===== config.mk =====
export PLATFORM = sky130hd
export DESIGN_NAME = tdc_timer
export DESIGN_NICKNAME = d
export VERILOG_FILES = /design/src/tdc_pkg.sv /design/src/tdc_timer.sv
export SDC_FILE = /design/constraint.sdc
export NUM_CORES = 1
export LEC_CHECK = 0
export ABC_CLOCK_PERIOD_IN_PS = 5500
export BUFFER_PORTS_ARGS = -buffer_cell sky130_fd_sc_hd__buf_2
export CAP_MARGIN = 20
export CELL_PAD_IN_SITES_DETAIL_PLACEMENT = 1
export CELL_PAD_IN_SITES_GLOBAL_PLACEMENT = 1
export CORE_MARGIN = 3
export CORE_UTILIZATION = 44
export DETAILED_ROUTE_END_ITERATION = 7
export PLACE_DENSITY_LB_ADDON = 0.1
export RECOVER_POWER = 25
export SYNTH_ARGS = -nofsm -noshare
export SYNTH_HDL_FRONTEND = slang
export SYNTH_SLANG_ARGS = --single-unit

===== constraint.sdc =====
create_clock -name clk_in -period 5.5 [get_ports clk_in]
set_input_delay 1.1 -clock clk_in [delete_from_list [all_inputs] [get_ports clk_in]]
set_output_delay 1.1 -clock clk_in [all_outputs]
set_load 0.02 [all_outputs]

===== src/tdc_pkg.sv =====
// tdc_pkg: constants, enums and carrier structs of the timer divider chain
// assumes: one 125 MHz clock, all control bits delivered as plain ports
package tdc_pkg;
    // ************************************************************
    // widths and reset values
    // ************************************************************
    localparam int TDC_CNT_W = 16;
    localparam int TDC_ACC_W = 8;
    localparam int TDC_NUM_IC = 3;
    localparam int TDC_NUM_OC = 4;
    localparam logic [15:0] TDC_CNT_RST = 16'h0000;
    localparam logic [15:0] TDC_CNT_MAX = 16'hFFFF;
    localparam logic [15:0] TDC_CMP_RST = 16'hFFFF;
    localparam logic [7:0] TDC_ACC_RST = 8'h00;
    // ************************************************************
    // divider chain taps
    // ************************************************************
    localparam int TDC_CHAIN_W = 24;
    localparam int TDC_DOG_TAP = 15;
    localparam int TDC_GATE_TAP = 6;
    localparam int TDC_PERIODIC_TAP = 13;
    localparam logic [2:0] TDC_DOG_LIMIT_RST = 3'h7;
    // ************************************************************
    // pin positions in port a
    // ************************************************************
    localparam int TDC_PIN_CMP_LO = 3;
    localparam int TDC_PIN_ACC = 7;

    typedef enum logic [1:0] {
        TDC_EDGE_OFF,
        TDC_EDGE_RISE,
        TDC_EDGE_FALL,
        TDC_EDGE_ANY
    } tdc_edge_e;

    typedef enum logic [1:0] {
        TDC_DOG_IDLE,
        TDC_DOG_ARMED,
        TDC_DOG_FIRE
    } tdc_dog_e;

    // channel one compare action
    typedef struct packed {
        logic [4:0] mask;
        logic [4:0] data;
    } tdc_oc1_s;

    // pulse accumulator setup
    typedef struct packed {
        logic enable;
        logic gated_mode;
        logic edge_or_level;
    } tdc_acc_cfg_s;
endpackage : tdc_pkg


===== src/tdc_timer.sv =====
// tdc_timer: prescaler, free-running counter, capture/compare, accumulator,
// periodic interrupt and watchdog of the timing system
// assumes: pins sampled synchronous to clk_in, software bits are plain ports
`timescale 1ns/10ps
`default_nettype none

module tdc_timer
    import tdc_pkg::*;
(
    // clock and reset
    input wire logic clk_in,
    input wire logic rst_b_in,
    // configuration
    input wire logic [1:0] main_prescale_select_in,
    input wire logic [1:0] periodic_rate_in,
    input wire logic [1:0] watchdog_rate_in,
    input wire logic ch4_is_capture_in,
    input wire tdc_acc_cfg_s acc_cfg_in,
    input wire logic [7:0] edge_select_in,
    input wire tdc_oc1_s compare_channel_one_in,
    input wire logic [15:0] compare_value_in [5],
    input wire logic [4:0] compare_write_in,
    // interrupt enables and flag clears
    input wire logic [10:0] irq_enable_in,
    input wire logic [10:0] flag_clear_in,
    input wire logic watchdog_service_in,
    // port a
    input wire logic [7:0] port_a_pins_in,
    input wire logic [7:0] gpio_out_data_in,
    input wire logic [7:0] gpio_dir_in,
    // status and results
    output logic [15:0] counter_out,
    output logic [15:0] capture_out [4],
    output logic [7:0] accumulator_out,
    output logic [10:0] flag_out,
    output logic [10:0] irq_out,
    output logic [7:0] port_a_data_out,
    output logic [7:0] port_a_drive_out,
    output logic [7:0] port_a_oe_b_out,
    output logic watchdog_reset_b_out
);
    // ************************************************************
    // prescaler and divider chain
    // ************************************************************
    logic [3:0] pre_q;
    logic tick;
    logic [TDC_CHAIN_W-1:0] chain_q;
    logic [TDC_CHAIN_W-1:0] chain_d;

    function automatic logic [3:0] pre_mask(input logic [1:0] sel);
        case (sel)
            2'h0: pre_mask = 4'h0;
            2'h1: pre_mask = 4'h3;
            2'h2: pre_mask = 4'h7;
            default: pre_mask = 4'hF;
        endcase
    endfunction

    assign tick = ((pre_q & pre_mask(main_prescale_select_in)) ==
                   pre_mask(main_prescale_select_in));
    assign chain_d = chain_q + 24'h000001;

    always_ff @(posedge clk_in)
    begin
        if (!rst_b_in)
        begin
            pre_q <= 4'h0;
            chain_q <= '0;
        end
        else
        begin
            pre_q <= pre_q + 4'h1;
            chain_q <= chain_d;
        end
    end

    // ************************************************************
    // free-running counter
    // ************************************************************
    logic [15:0] cnt_q;
    logic wrap;
    assign wrap = tick && (cnt_q == TDC_CNT_MAX);

    // no load or halt input exists by design
    always_ff @(posedge clk_in)
    begin
        if (!rst_b_in)
            cnt_q <= TDC_CNT_RST;
        else if (tick)
            cnt_q <= cnt_q + 16'h0001;
    end
    assign counter_out = cnt_q;

    // ************************************************************
    // input capture
    // ************************************************************
    logic [3:0] pin_q;
    logic [3:0] cap_hit;
    logic [15:0] cap_q [4];

    function automatic logic edge_hit(input logic [1:0] sel,
                                      input logic prev,
                                      input logic now);
        case (sel)
            2'h1: edge_hit = !prev && now;
            2'h2: edge_hit = prev && !now;
            2'h3: edge_hit = prev != now;
            default: edge_hit = 1'b0;
        endcase
    endfunction

    always_ff @(posedge clk_in)
    begin
        if (!rst_b_in)
            pin_q <= 4'h0;
        else
            pin_q <= port_a_pins_in[3:0];
    end

    // captures sample the counter before its update: stable value
    genvar gi;
    generate
        for (gi = 0; gi < 4; gi++)
        begin : g_cap
            assign cap_hit[gi] = edge_hit(edge_select_in[2*gi +: 2],
                pin_q[gi], port_a_pins_in[gi]) &&
                ((gi != 3) || ch4_is_capture_in);
            always_ff @(posedge clk_in)
            begin
                if (!rst_b_in)
                    cap_q[gi] <= TDC_CNT_RST;
                else if (cap_hit[gi])
                    cap_q[gi] <= cnt_q;
            end
            assign capture_out[gi] = cap_q[gi];
        end
    endgenerate

    // ************************************************************
    // output compare
    // ************************************************************
    logic [15:0] cmp_q [5];
    logic [4:0] cmp_hit;
    logic [7:0] pin_drv_q;

    generate
        for (gi = 0; gi < 5; gi++)
        begin : g_cmp
            always_ff @(posedge clk_in)
            begin
                if (!rst_b_in)
                    cmp_q[gi] <= TDC_CMP_RST;
                else if (compare_write_in[gi])
                    cmp_q[gi] <= compare_value_in[gi];
            end
            assign cmp_hit[gi] = tick && (cmp_q[gi] == cnt_q) &&
                ((gi != 4) || !ch4_is_capture_in);
        end
    endgenerate

    // channel index 0 is channel one; 1..4 are channels two to five
    logic [4:0] cmp_owned;
    assign cmp_owned = {!ch4_is_capture_in, 3'h7, 1'b0} |
                       {compare_channel_one_in.mask[0],
                        compare_channel_one_in.mask[1],
                        compare_channel_one_in.mask[2],
                        compare_channel_one_in.mask[3], 1'b0};

    always_ff @(posedge clk_in)
    begin
        if (!rst_b_in)
            pin_drv_q <= 8'h00;
        else
        begin
            for (int b = 0; b < 8; b++)
            begin
                if (b >= TDC_PIN_CMP_LO && cmp_hit[0] &&
                    compare_channel_one_in.mask[b-TDC_PIN_CMP_LO])
                    pin_drv_q[b] <= compare_channel_one_in.data[
                        b-TDC_PIN_CMP_LO];
                else if (b >= 3 && b <= 6 && cmp_hit[7-b])
                    pin_drv_q[b] <= !pin_drv_q[b];
                else if (!(b >= 3 && b <= 6 && cmp_owned[7-b]) &&
                         !(b == 7 && compare_channel_one_in.mask[4]))
                    pin_drv_q[b] <= gpio_out_data_in[b];
            end
        end
    end
    assign port_a_drive_out = pin_drv_q;

    always_ff @(posedge clk_in)
    begin
        if (!rst_b_in)
            port_a_oe_b_out <= 8'hFF;
        else
            port_a_oe_b_out <= ~(gpio_dir_in |
                {compare_channel_one_in.mask[4], cmp_owned[1],
                 cmp_owned[2], cmp_owned[3], cmp_owned[4], 3'h0});
    end

    always_ff @(posedge clk_in)
    begin
        if (!rst_b_in)
            port_a_data_out <= 8'h00;
        else
            port_a_data_out <= port_a_pins_in;
    end

    // ************************************************************
    // pulse accumulator
    // ************************************************************
    logic acc_pin_q;
    logic [7:0] acc_q;
    logic acc_step;
    logic gate_tick;

    assign gate_tick = chain_q[TDC_GATE_TAP-1:0] == '1;
    assign acc_step = acc_cfg_in.enable && (acc_cfg_in.gated_mode ?
        (gate_tick && port_a_pins_in[TDC_PIN_ACC] ==
            acc_cfg_in.edge_or_level) :
        (acc_pin_q != port_a_pins_in[TDC_PIN_ACC] &&
            port_a_pins_in[TDC_PIN_ACC] == acc_cfg_in.edge_or_level));

    always_ff @(posedge clk_in)
    begin
        if (!rst_b_in)
        begin
            acc_pin_q <= 1'b0;
            acc_q <= TDC_ACC_RST;
        end
        else
        begin
            acc_pin_q <= port_a_pins_in[TDC_PIN_ACC];
            if (acc_step)
                acc_q <= acc_q + 8'h01;
        end
    end
    assign accumulator_out = acc_q;

    // ************************************************************
    // periodic interrupt tick
    // ************************************************************
    logic periodic_hit;
    assign periodic_hit = chain_q[TDC_PERIODIC_TAP + periodic_rate_in -: 1]
        == 1'b1 && chain_d[TDC_PERIODIC_TAP + periodic_rate_in] == 1'b0;

    // ************************************************************
    // flags: 0..3 capture, 4..8 compare, 9 overflow, 10 periodic
    // ************************************************************
    logic [10:0] set_ev;
    logic [10:0] flag_q;
    assign set_ev = {periodic_hit, wrap, cmp_hit, cap_hit};

    always_ff @(posedge clk_in)
    begin
        if (!rst_b_in)
        begin
            flag_q <= 11'h000;
            irq_out <= 11'h000;
        end
        else
        begin
            // set wins over a same-cycle clear
            flag_q <= (flag_q & ~flag_clear_in) | set_ev;
            irq_out <= ((flag_q & ~flag_clear_in) | set_ev) &
                       irq_enable_in;
        end
    end
    assign flag_out = flag_q;

    // ************************************************************
    // watchdog
    // ************************************************************
    tdc_dog_e dog_q;
    logic [3:0] dog_cnt_q;
    logic dog_tick;
    assign dog_tick = chain_q[TDC_DOG_TAP-1:0] == '1;

    always_ff @(posedge clk_in)
    begin
        if (!rst_b_in)
        begin
            dog_q <= TDC_DOG_ARMED;
            dog_cnt_q <= 4'h0;
            watchdog_reset_b_out <= 1'b1;
        end
        else
        begin
            case (dog_q)
                TDC_DOG_ARMED:
                begin
                    watchdog_reset_b_out <= 1'b1;
                    if (watchdog_service_in)
                        dog_cnt_q <= 4'h0;
                    else if (dog_tick)
                    begin
                        dog_cnt_q <= dog_cnt_q + 4'h1;
                        if (dog_cnt_q[2:0] == ({1'b0, watchdog_rate_in}
                            & TDC_DOG_LIMIT_RST))
                            dog_q <= TDC_DOG_FIRE;
                    end
                end
                TDC_DOG_FIRE:
                begin
                    watchdog_reset_b_out <= 1'b0;
                    dog_cnt_q <= 4'h0;
                    dog_q <= TDC_DOG_IDLE;
                end
                TDC_DOG_IDLE:
                begin
                    watchdog_reset_b_out <= 1'b0;
                    dog_q <= TDC_DOG_ARMED;
                end
                default: dog_q <= TDC_DOG_ARMED;
            endcase
        end
    end
endmodule // tdc_timer

`default_nettype wire


**Word level (Yosys, flattened, before mapping)**

Memories as Yosys holds them, arrays and structs flattened.
Cells that the tools add are included.

- Input bits: 162
- Output and inout port bits: 135
- Memory bits (writable): 144
- Word-level logic and storage cells: 200
- Register bits after elaboration: 110
- Memories: 2

Memories:

| memory | depth | width | read ports | clocked after Yosys merged registers in | wr ports | line | text |
|---|---|---|---|---|---|---|---|
| cmp_q | 5 | 16 | 5 | 0 | 5 | tdc_timer.sv:142 | `logic [15:0] cmp_q [5];` |
| cap_q | 4 | 16 | 4 | 0 | 4 | tdc_timer.sv:99 | `logic [15:0] cap_q [4];` |

- Shift operators: 1
- Order comparisons: 1
- Muxes and demuxes: 67
- Add/sub/neg operators: 6
- Bitwise operators: 18
- Equality and inequality tests: 41
- Reduce and logical (&&, ||, !) cells: 45

Operators with widths:

| kind | number |
|---|---|
| $mux 16 | 9 |
| $eq 16x16->1 | 5 |
| $mux 1 | 44 |
| $shiftx 24x33->1 | 1 |
| $logic_and 1x1->1 | 25 |
| $add 24x1->24 const B | 1 |
| $and 11x11->11 | 2 |
| $eq 2x2->1 const B | 10 |
| $add 16x1->16 const B | 1 |
| $eq 16x16->1 const B | 1 |
| $eq 15x15->1 const B | 1 |
| $logic_not 1->1 | 13 |
| $eq 2x1->1 const B | 6 |
| $ne 3x1->1 const B | 4 |
| $pmux 1 s3 | 4 |
| $pmux 4 s3 | 1 |
| $not 11->11 | 1 |
| $or 11x11->11 | 1 |
| $or 1x1->1 | 9 |
| $add 4x1->4 const B | 2 |
| $add 8x1->8 const B | 1 |
| $mux 4 | 2 |
| $not 8->8 | 1 |
| $or 8x8->8 | 1 |
| other kinds (23) | 33 |

**Depth between registers and ports, before layout**

Gate-level depths: netlist of run 1.

- Depth after elaboration: 8
- Gate-level depth with buffers: 9
- Depth with buffers taken out: 8

**Worst setup path after synthesis of run 1**

Ideal clock, no wire load.

- Kind: input to register
- Start point: input rst_b_in
- End point: memory cap_q[0][0] (enable)
- Slack: 2.653 ns
- Setup time: 0.364 ns
- Path buffers: 4
- Data required time: 5.136 ns
- Arrival time: 2.483 ns
- Stages: 5
- Cells stage by stage: clkbuf_1 > clkbuf_1 > buf_1 > clkbuf_1 > nand2_1

RTL lines:

| what | line | text |
|---|---|---|
| start: declaration | tdc_timer.sv:12 | `input wire logic rst_b_in,` |
| end: declaration | tdc_timer.sv:99 |  |

==> flow_metrics.tcl, run 1 <==
set metrics [dict create \
    status "finished, violations left" \
    violations "max-capacitance violations, max-slew violations" \
    final_common_cell "buf_2" \
    grt_pass1_vias 8175 \
    fmax_ghz 0.3154 \
    seqPwrFrac_pct 49.7 \
    synth_area_mm2 0.01062 \
    stdcell_count 1538 \
    fin_tns_setup_ps 0 \
    clockBufferDepth 3 \
    worstMarginPinSlew_ps 1740 \
    start_util_pct 44.96 \
    grt_pass1_wl_mm 46.11 \
    swShare_pct 23.12 \
    grt_max_degree 68 \
    cts.htree.levels 1 \
    avgSynthCellArea_um2 11.56 \
    path_cells "clkbuf_1, inv_1, ha_1, mux2i_1, a21oi_1, nor2b_1, clkbuf_1, nand2b_1" \
    path_class "input port to register" \
    grt_usage_pct 22.50 \
    power_density_mw_per_mm2 315.3 \
    tritoncts "built" \
    clk_latency_ps 540 \
    synth_edf_count 144 \
    clockPowerShare_pct 42.4 \
    multi_input_area_mm2 0.003994 \
    synth_top_area_share_pct 40.74 \
    power.switching_uw 958.0 \
    antennaDiodeCount 0 \
    nets 1378 \
    drtIter0Drc 390 \
    wl_mm 29.82 \
    nFillCells 2594 \
    yosys_warnings 0 \
    synth_seq_cells 242 \
    fin_ws_ps 2330 \
    setup_violations 0 \
    synth_ff_type "edfxtp_1" \
    die-width_um 161.3 \
    path_common_cell "clkbuf_1" \
    cp.required_ps 5660 \
    synth_nets 1098 \
    hp-class "register to register" \
    ioPinCount 297 \
    critPathMaxFanout 18 \
    remaining_drc_errors 0 \
    gp_congestion 0.7966 \
    cp_slowest_cell "nand2b_1" \
    holdWs_ps 476.1 \
    drive_gt1_share_pct 32.65 \
    maxSlewHeadroom_pct -15.98 \
    die_y_um 161.3 \
    maxCapViolCount 1 \
    numPortBuffers 290 \
    cts_hold_buf 0 \
    vdd_ir_drop_max_uv 193.7 \
    hpwl_mm 21.20 \
    seqCellArea_mm2 0.006286 \
    regToRegStartpoint "counter_out[10]" \
    cts_resized 0 \
    maxSlewViolCount 41 \
    area_growth_pct 23.81 \
    clkSinkCount 242 \
    critPathLaunchType "input port" \
    ys_seq_area_share_pct 59.22 \
    post-route-min-period_ps 3170 \
    final_cell_mix "261 x buf_2, 144 x edfxtp_1, 103 x xor2_1, 98 x dfxtp_1, 81 x or2_2" \
    comb_power_share_pct 7.9 \
    dr.pass1.iters 4 \
    rows 56 \
    crit_path_end_kind "register" \
    netlist_instances 918 \
    wl_per_cell_um 19.39 \
    vias 7850 \
    worstPathArrival_ps 3330 \
    intPower_uw 3186 \
    p_leak_uw 0.005647 \
    cts-buffers-inserted 27 \
    place_ws_ps 2345 \
    post-cts-setup-buffers 0 \
    clock-root-buffer "clkbuf_16" \
    slowest_delay_ps 710 \
    clk_pin_slew_ps 60 \
    cp-startpoint "port_a_pins_in[3]" \
    min_period_over_period_pct 57.64 \
    dp.cells 1488 \
    grt_antenna_before_repair 0 \
    finClkSkew_ps 26.34 \
    grt.overflow.total 0 \
    hp-start "pre_q[0]" \
    ant_nets 0 \
    rsz0062_at_grt "no" \
    viasPerCell 5.104 \
    synthTopCellsByArea "edfxtp_1 41%, dfxtp_1 18%, xor2_1 8.5%" \
    finalHoldViolCount 0 \
    dieArea_mm2 0.02603 \
    synth_top_area_cell "edfxtp_1" \
    fp.coreArea_mm2 0.02361 \
    ys_async_sr_fraction_pct 0 \
    synth.distinct_cells 52 \
]
## cell usage after synthesis, drive strengths merged, types with 3 or more instances
cell    number
nand2       45
a211oi       6
nor4        25
buf         18
or2         82
a21oi       13
nand4       17
clkbuf      34
edfxtp     144
nand3       22
dfxtp       98
inv         25
ha          18
nor2        55
nand2b      10
o21a        10
and3        61
xnor2       18
and2        26
nor4b        3
xor2       103
o21ai       15
mux2i        9
or3          5
nor3        17
nor2b       13
## metrics by stage
stage          cell area, um2  utilization (%)  total power (uW)
2_1_floorplan           10620                -              2277
3_3_place_gp            12350            52.31              2417
3_5_place_dp            12350            52.31              2432
4_1_cts                 13220            56.00              4195
5_1_grt                 13140            55.66              4304
6_report                13140            55.66              4144
## cell families after synthesis
| family | after synthesis | share of synthesized area [%] |
|---|---|---|
| buffers and inverters | 77 | 2.911 |
| DFF | 242 | 59.22 |
| xor gates and xnor gates | 121 | 9.984 |
| muxes | 12 | 1.273 |
| adders and majority gates | 18 | 2.122 |
| and+or+nand+nor | 389 | 20.62 |
| AOI/OAI and AO/OA | 59 | 3.878 |
## power by group through the flow
stage / logic (uW) / clock network (uW) / registers [uW]
2_1_floorplan: 140 / 0 / 2140
3_3_place_gp: 324 / 0 / 2090
3_5_place_dp: 333 / 0 / 2100
4_1_cts: 337 / 1800 / 2060
5_1_grt: 362 / 1870 / 2070
6_report: 326 / 1760 / 2060
## area by class of cell
cell class              instances  share of cell area (%)
clock buffers                  43                   6.083
clock inverters                 7                  0.5522
inverters                      25                  0.7140
multi-input cells             599                   30.39
flip-flops and latches        242                   47.83
well taps                     319                   3.037
repair buffers                303                   11.40
## state kept, by name, summed over array words and instances, names as in the netlist
name                  flops
dog_q                     2
flag_out                 11
pre_q                     4
cap_q                    64
cmp_q                    80
chain_q                  20
dog_cnt_q                 3
counter_out              16
pin_q                     3
port_a_drive_out          8
port_a_oe_b_out           6
watchdog_reset_b_out      1
port_a_data_out           5
accumulator_out           8
irq_out                  11
## worst max-delay path, delay by kind of cell
| family | cells | cell delay, ps |
|---|---|---|
| adder cells (fa/ha/maj) | 1 | 310 |
| multiplexers | 1 | 180 |
| AO/OA/AOI/OAI | 1 | 100 |
| AND/OR/NAND/NOR | 2 | 820 |
| buffers and inverters | 3 | 810 |
## worst paths after layout
| path | to | depth (start not counted) | slack, ps |
|---|---|---|---|
| worst max-delay path | cap_q[3][12] | 8 | 2330 |
| worst min-delay path | pre_q[0] | 1 | 480 |
| worst max register to register | port_a_drive_out[7] | 6 | 2550 |
| worst min register to register | pre_q[0] | 1 | 480 |
## per-layer routing
layer	up-vias	track usage [%]	part of all wire, %
met1	3783	29.19	42
met5	-	0	0
met2	274	39.72	50
li1	3753	-	-
met3	40	3.668	6.1
met4	0	5.084	1.8
Power figures use the tool's default switching activity.
==> run 2: changes to the inputs <==
Settings changed: ABC_CLOCK_PERIOD_IN_PS 5500 to 3100, CORE_UTILIZATION 44 to 41.
Clock period 5.5 ns to 3.1 ns, I/O delays scaled along.
==> flow_metrics.tcl, run 2 (same netlist as run 1, synthesis figures left out) <==
set metrics [dict create \
    status "finished clean" \
    worstPathArrival_ps 2850 \
    largest_reg_flops 80 \
    finalHoldViolCount 0 \
    hpwl_mm 21.65 \
    busiest_layer "met2" \
    drtIter0Drc 519 \
    cp-startpoint "counter_out[6]" \
    p_leak_uw 0.005830 \
    grt_pass1_wl_mm 46.72 \
    worstMarginPinSlew_ps 1362 \
    area_growth_pct 25.26 \
    wl_mm 30.36 \
    holdWs_ps 239.7 \
    viasPerCell 5.018 \
    rsz0062_at_grt "no" \
    start_util_pct 41.91 \
    vias 7833 \
    reg.largest.list "cmp_q x80, cap_q x64, chain_q x20" \
    ioPinCount 297 \
    fmax_ghz 0.4163 \
    maxSlewViolCount 0 \
    setup_violations 0 \
    die-width_um 166.9 \
    ant_nets 0 \
    largest-register "cmp_q" \
    endpoint "port_a_drive_out[7]" \
    hp-class "input port to register" \
    clockBufferDepth 3 \
    post-route-min-period_ps 2402 \
    nets 1390 \
    remaining_drc_errors 0 \
    final_util_pct 52.50 \
    clkSinkCount 242 \
    final_common_cell "buf_2" \
    nFillCells 2798 \
    grt.overflow.total 0 \
    cts.htree.levels 1 \
    dieArea_mm2 0.02786 \
    numPortBuffers 290 \
    cts-buffers-inserted 27 \
    grt_use_met3_pct 3.893 \
    finClkSkew_ps 11.87 \
    critPathMaxFanout 7 \
    clock-root-buffer "clkbuf_16" \
    cts_hold_buf 0 \
    reg2reg_to "port_a_drive_out[7]" \
    power_density_mw_per_mm2 551.5 \
    crit_path_end_kind "register" \
    critPathLaunchType "register" \
    wl_per_cell_um 19.45 \
    cp_slowest_cell "dfxtp_1" \
    grt_antenna_before_repair 0 \
    grt_util_met1_pct 27.25 \
    regToRegStartpoint "counter_out[6]" \
    rows 58 \
    fp.coreArea_mm2 0.02533 \
    grt_max_degree 48 \
    path_cells "xor2_1, nor4_1, nand4_1, nor2_1, mux2i_1, a211oi_1" \
    clk_latency_ps 540 \
    slowest_delay_ps 550 \
    final_cell_mix "289 x buf_2, 144 x edfxtp_1, 103 x xor2_1, 98 x dfxtp_1, 81 x or2_2" \
    maxSlewHeadroom_pct 9.185 \
    final_area_mm2 0.01330 \
    dr.pass1.iters 5 \
    cts_resized 0 \
    grt_pass1_vias 8296 \
    clk_pin_slew_ps 60 \
    grt_usage_pct 21.24 \
    path_class "register to register" \
    place_area_mm2 0.01247 \
    tritoncts "built" \
    gp_congestion 0.7505 \
    maxCapViolCount 0 \
    fin_tns_setup_ps 0 \
    post-cts-setup-buffers 0 \
    path_depth 6 \
    drive_gt1_share_pct 35.99 \
    die_y_um 166.9 \
    cp_num_buf_inv 0 \
    cp_top_family "simple AND/OR/NAND/NOR gates" \
    grt_util_met2_pct 36.94 \
    vdd_ir_drop_max_uv 340.7 \
    cp.required_ps 3540 \
    antennaDiodeCount 0 \
    reg2reg_depth 6 \
    min_period_over_period_pct 77.49 \
    r2r_setup_slack_ps 700 \
    power_uw 7332 \
]
## run 2: cell count changes in the layout (fill, tap and decap cells not counted), sizes merged
| cell | previous run | this run |
|---|---|---|
| clkinvlp | 1 | 2 |
| clkinv | 3 | 9 |
| bufinv | 1 | 2 |
| buf | 270 | 313 |
| clkbuf | 76 | 37 |
## run 2: worst min-delay path by stage
stage	start	end	slack [ps]	depth (start not counted)
5_1_grt	gpio_dir_in[2]	port_a_oe_b_out[2]	220	2
2_1_floorplan	chain_q[0]	chain_q[0]	420	1
6_report	gpio_dir_in[2]	port_a_oe_b_out[2]	240	2
3_3_place_gp	chain_q[0]	chain_q[0]	430	1
4_1_cts	gpio_dir_in[2]	port_a_oe_b_out[2]	220	2
3_5_place_dp	chain_q[0]	chain_q[0]	450	1
## run 2: per-layer routing
layer | part of all wire, % | up-vias
met1 | 43 | 3745
met2 | 48 | 266
met4 | 2.6 | 0
li1 | - | 3769
met3 | 6.5 | 53
met5 | 0 | -
## run 2: worst register-to-register path: cells and delay by family, from the launching register on
kind	cells	cell delay [ps]
and+or+nand+nor	3	1250
DFF	1	550
AOI/OAI and AO/OA	1	240
muxes	1	150
xor gates and xnor gates	1	120
## run 2: cell type report
| type | count | area, um2 | share of cell area [%] |
|---|---|---|---|
| sequential | 242 | 6286 | 47.28 |
| inverter | 25 | 93.84 | 0.7057 |
| clock buffer | 35 | 715.7 | 5.383 |
| multi-input combinational | 599 | 4020 | 30.23 |
| clock inverter | 15 | 132.6 | 0.9975 |
| timing repair buffer | 315 | 1635 | 12.30 |
| tap | 330 | 412.9 | 3.105 |
## run 2: through the flow
| step | instances | setup WS [ps] |
|---|---|---|
| floorplan | 918 | 733.2 |
| global placement | 1511 | 568.7 |
| detailed placement | 1511 | 519.2 |
| CTS | 1561 | 617.0 |
| global route | 1561 | 371.4 |
| finish | 1561 | 697.9 |
## run 2: where the power goes
part / switching, uW / leakage (uW) / total, uW / internal [uW]
logic: 360 / 0.00319 / 591 / 230
registers: 73.8 / 0.00223 / 3650 / 3580
clock network: 1290 / 0.000409 / 3090 / 1800
==> run 3: changes to the inputs <==
Settings changed: ABC_CLOCK_PERIOD_IN_PS 3100 to 2500.
Clock period 3.1 ns to 2.5 ns, I/O delays scaled along.
==> flow_metrics.tcl, run 3 (same netlist as run 1, synthesis figures left out) <==
set metrics [dict create \
    status "finished clean" \
    holdWs_ps 130.3 \
    critPathLaunchType "register" \
    crit_path_end_kind "register" \
    rsz0062_at_grt "no" \
    drtIter0Drc 421 \
    clockBufferDepth 3 \
    fp.coreArea_mm2 0.02533 \
    worstPathArrival_ps 2650 \
    viasPerCell 5.028 \
    cts_resized 0 \
    drive_gt1_share_pct 36.80 \
    seqCellArea_mm2 0.006286 \
    vias 7909 \
    wl_per_cell_um 19.06 \
    critPathMaxFanout 7 \
    clkSinkCount 242 \
    finClkSkew_ps 9.717 \
    post-route-min-period_ps 2257 \
    wl_mm 29.98 \
    clock-root-buffer "clkbuf_16" \
    grt_pass1_vias 8166 \
    min_period_over_period_pct 90.28 \
    die_y_um 166.9 \
    path_class "register to register" \
    cts_hold_buf 0 \
    cp.required_ps 2900 \
    power_density_mw_per_mm2 671.0 \
    dieArea_mm2 0.02786 \
    cts-buffers-inserted 26 \
    grt.overflow.total 0 \
    grt_usage_pct 20.80 \
    final_cell_mix "289 x buf_2, 144 x edfxtp_1, 103 x xor2_1, 98 x dfxtp_1, 81 x or2_2" \
    start_util_pct 41.91 \
    finalHoldViolCount 0 \
    post-cts-setup-buffers 0 \
    cts.htree.levels 1 \
    nFillCells 2788 \
    fin_tns_setup_ps 0 \
    clk_latency_ps 530 \
    largest-register "cmp_q" \
    grt_antenna_before_repair 2 \
    stdcell_count 1573 \
    maxSlewViolCount 0 \
    grt_max_degree 84 \
    tritoncts "built" \
    dp.cells 1524 \
    setup_violations 0 \
    maxSlewHeadroom_pct 48.65 \
    maxCapViolCount 0 \
    nets 1402 \
    vdd_ir_drop_max_uv 424.0 \
    die-width_um 166.9 \
    p_leak_uw 0.005910 \
    ant_nets 0 \
    numPortBuffers 290 \
    fmax_ghz 0.4430 \
    dr.pass1.iters 4 \
    multi_input_area_mm2 0.004020 \
    ioPinCount 297 \
    clk_pin_slew_ps 60 \
    hpwl_mm 21.99 \
    reg.largest.list "cmp_q x80, cap_q x64, chain_q x20" \
    final_common_cell "buf_2" \
    area_growth_pct 26.20 \
    hp-class "input port to register" \
    remaining_drc_errors 0 \
    rows 58 \
    largest_reg_flops 80 \
    worstMarginPinSlew_ps 770.2 \
    gp_congestion 0.7904 \
    grt_pass1_wl_mm 45.91 \
]
## run 3: cell count changes in the layout (fill, tap and decap cells not counted), moves of 2 or more
| cell | before | now |
|---|---|---|
| clkinvlp_4 | 2 | 0 |
| clkinv_1 | 5 | 2 |
| clkinv_2 | 3 | 8 |
| clkbuf_8 | 1 | 3 |
| buf_4 | 24 | 36 |
| buf_12 | 0 | 2 |
## run 3: power by group
| group | leakage [uW] | internal, uW | switching (uW) | total, uW |
|---|---|---|---|---|
| clock network | 0.000411 | 2160 | 1550 | 3710 |
| registers | 0.00223 | 4440 | 91.2 | 4530 |
| logic | 0.00327 | 299 | 450 | 749 |
## run 3: layout make-up
type	count	share of cell area (%)
Multi-Input combinational cell	599	30.01
Antenna cell	1	0.01868
Tap cell	330	3.082
Clock inverter	11	0.5791
Inverter	25	0.7005
Timing Repair Buffer	328	13.14
Clock buffer	37	5.548
Sequential cell	242	46.92
## run 3: critical path, cell delays in order (launching register included)
cell and delay [ps]:
dfxtp_1 570, xor2_1 130, nor4_1 360, nand4_1 400, nor2_1 200, buf_4 180
mux2i_1 190, a211oi_1 90
## run 3: worst paths after layout
check,end,from,slack (ps),cells after the start
worst max-delay path,port_a_drive_out[7],counter_out[1],240,7
worst min-delay path,port_a_oe_b_out[0],gpio_dir_in[0],130,2
worst max register to register,port_a_drive_out[7],counter_out[1],240,7
worst min register to register,chain_q[0],chain_q[0],450,1
## run 3: layer usage
| layer | up-vias | routed length, um | track usage, % |
|---|---|---|---|
| met3 | 34 | 1617 | 3.252 |
| met1 | 3850 | 13170 | 27.70 |
| met5 | - | 0 | 0 |
| met4 | 0 | 443 | 4.232 |
| li1 | 3794 | - | - |
| met2 | 231 | 14760 | 36.20 |
## run 3: metrics by stage
stage	utilization (%)	instance area, um2	worst slack (ps)	power (uW)
after detailed placement	49.66	12580	213.7	5373
after global placement	49.66	12580	289.9	5345
after global routing	52.90	13400	37.91	9338
after floorplan	-	10620	253.2	5010
after CTS	52.90	13400	227.7	9087
final	52.90	13400	242.9	8988
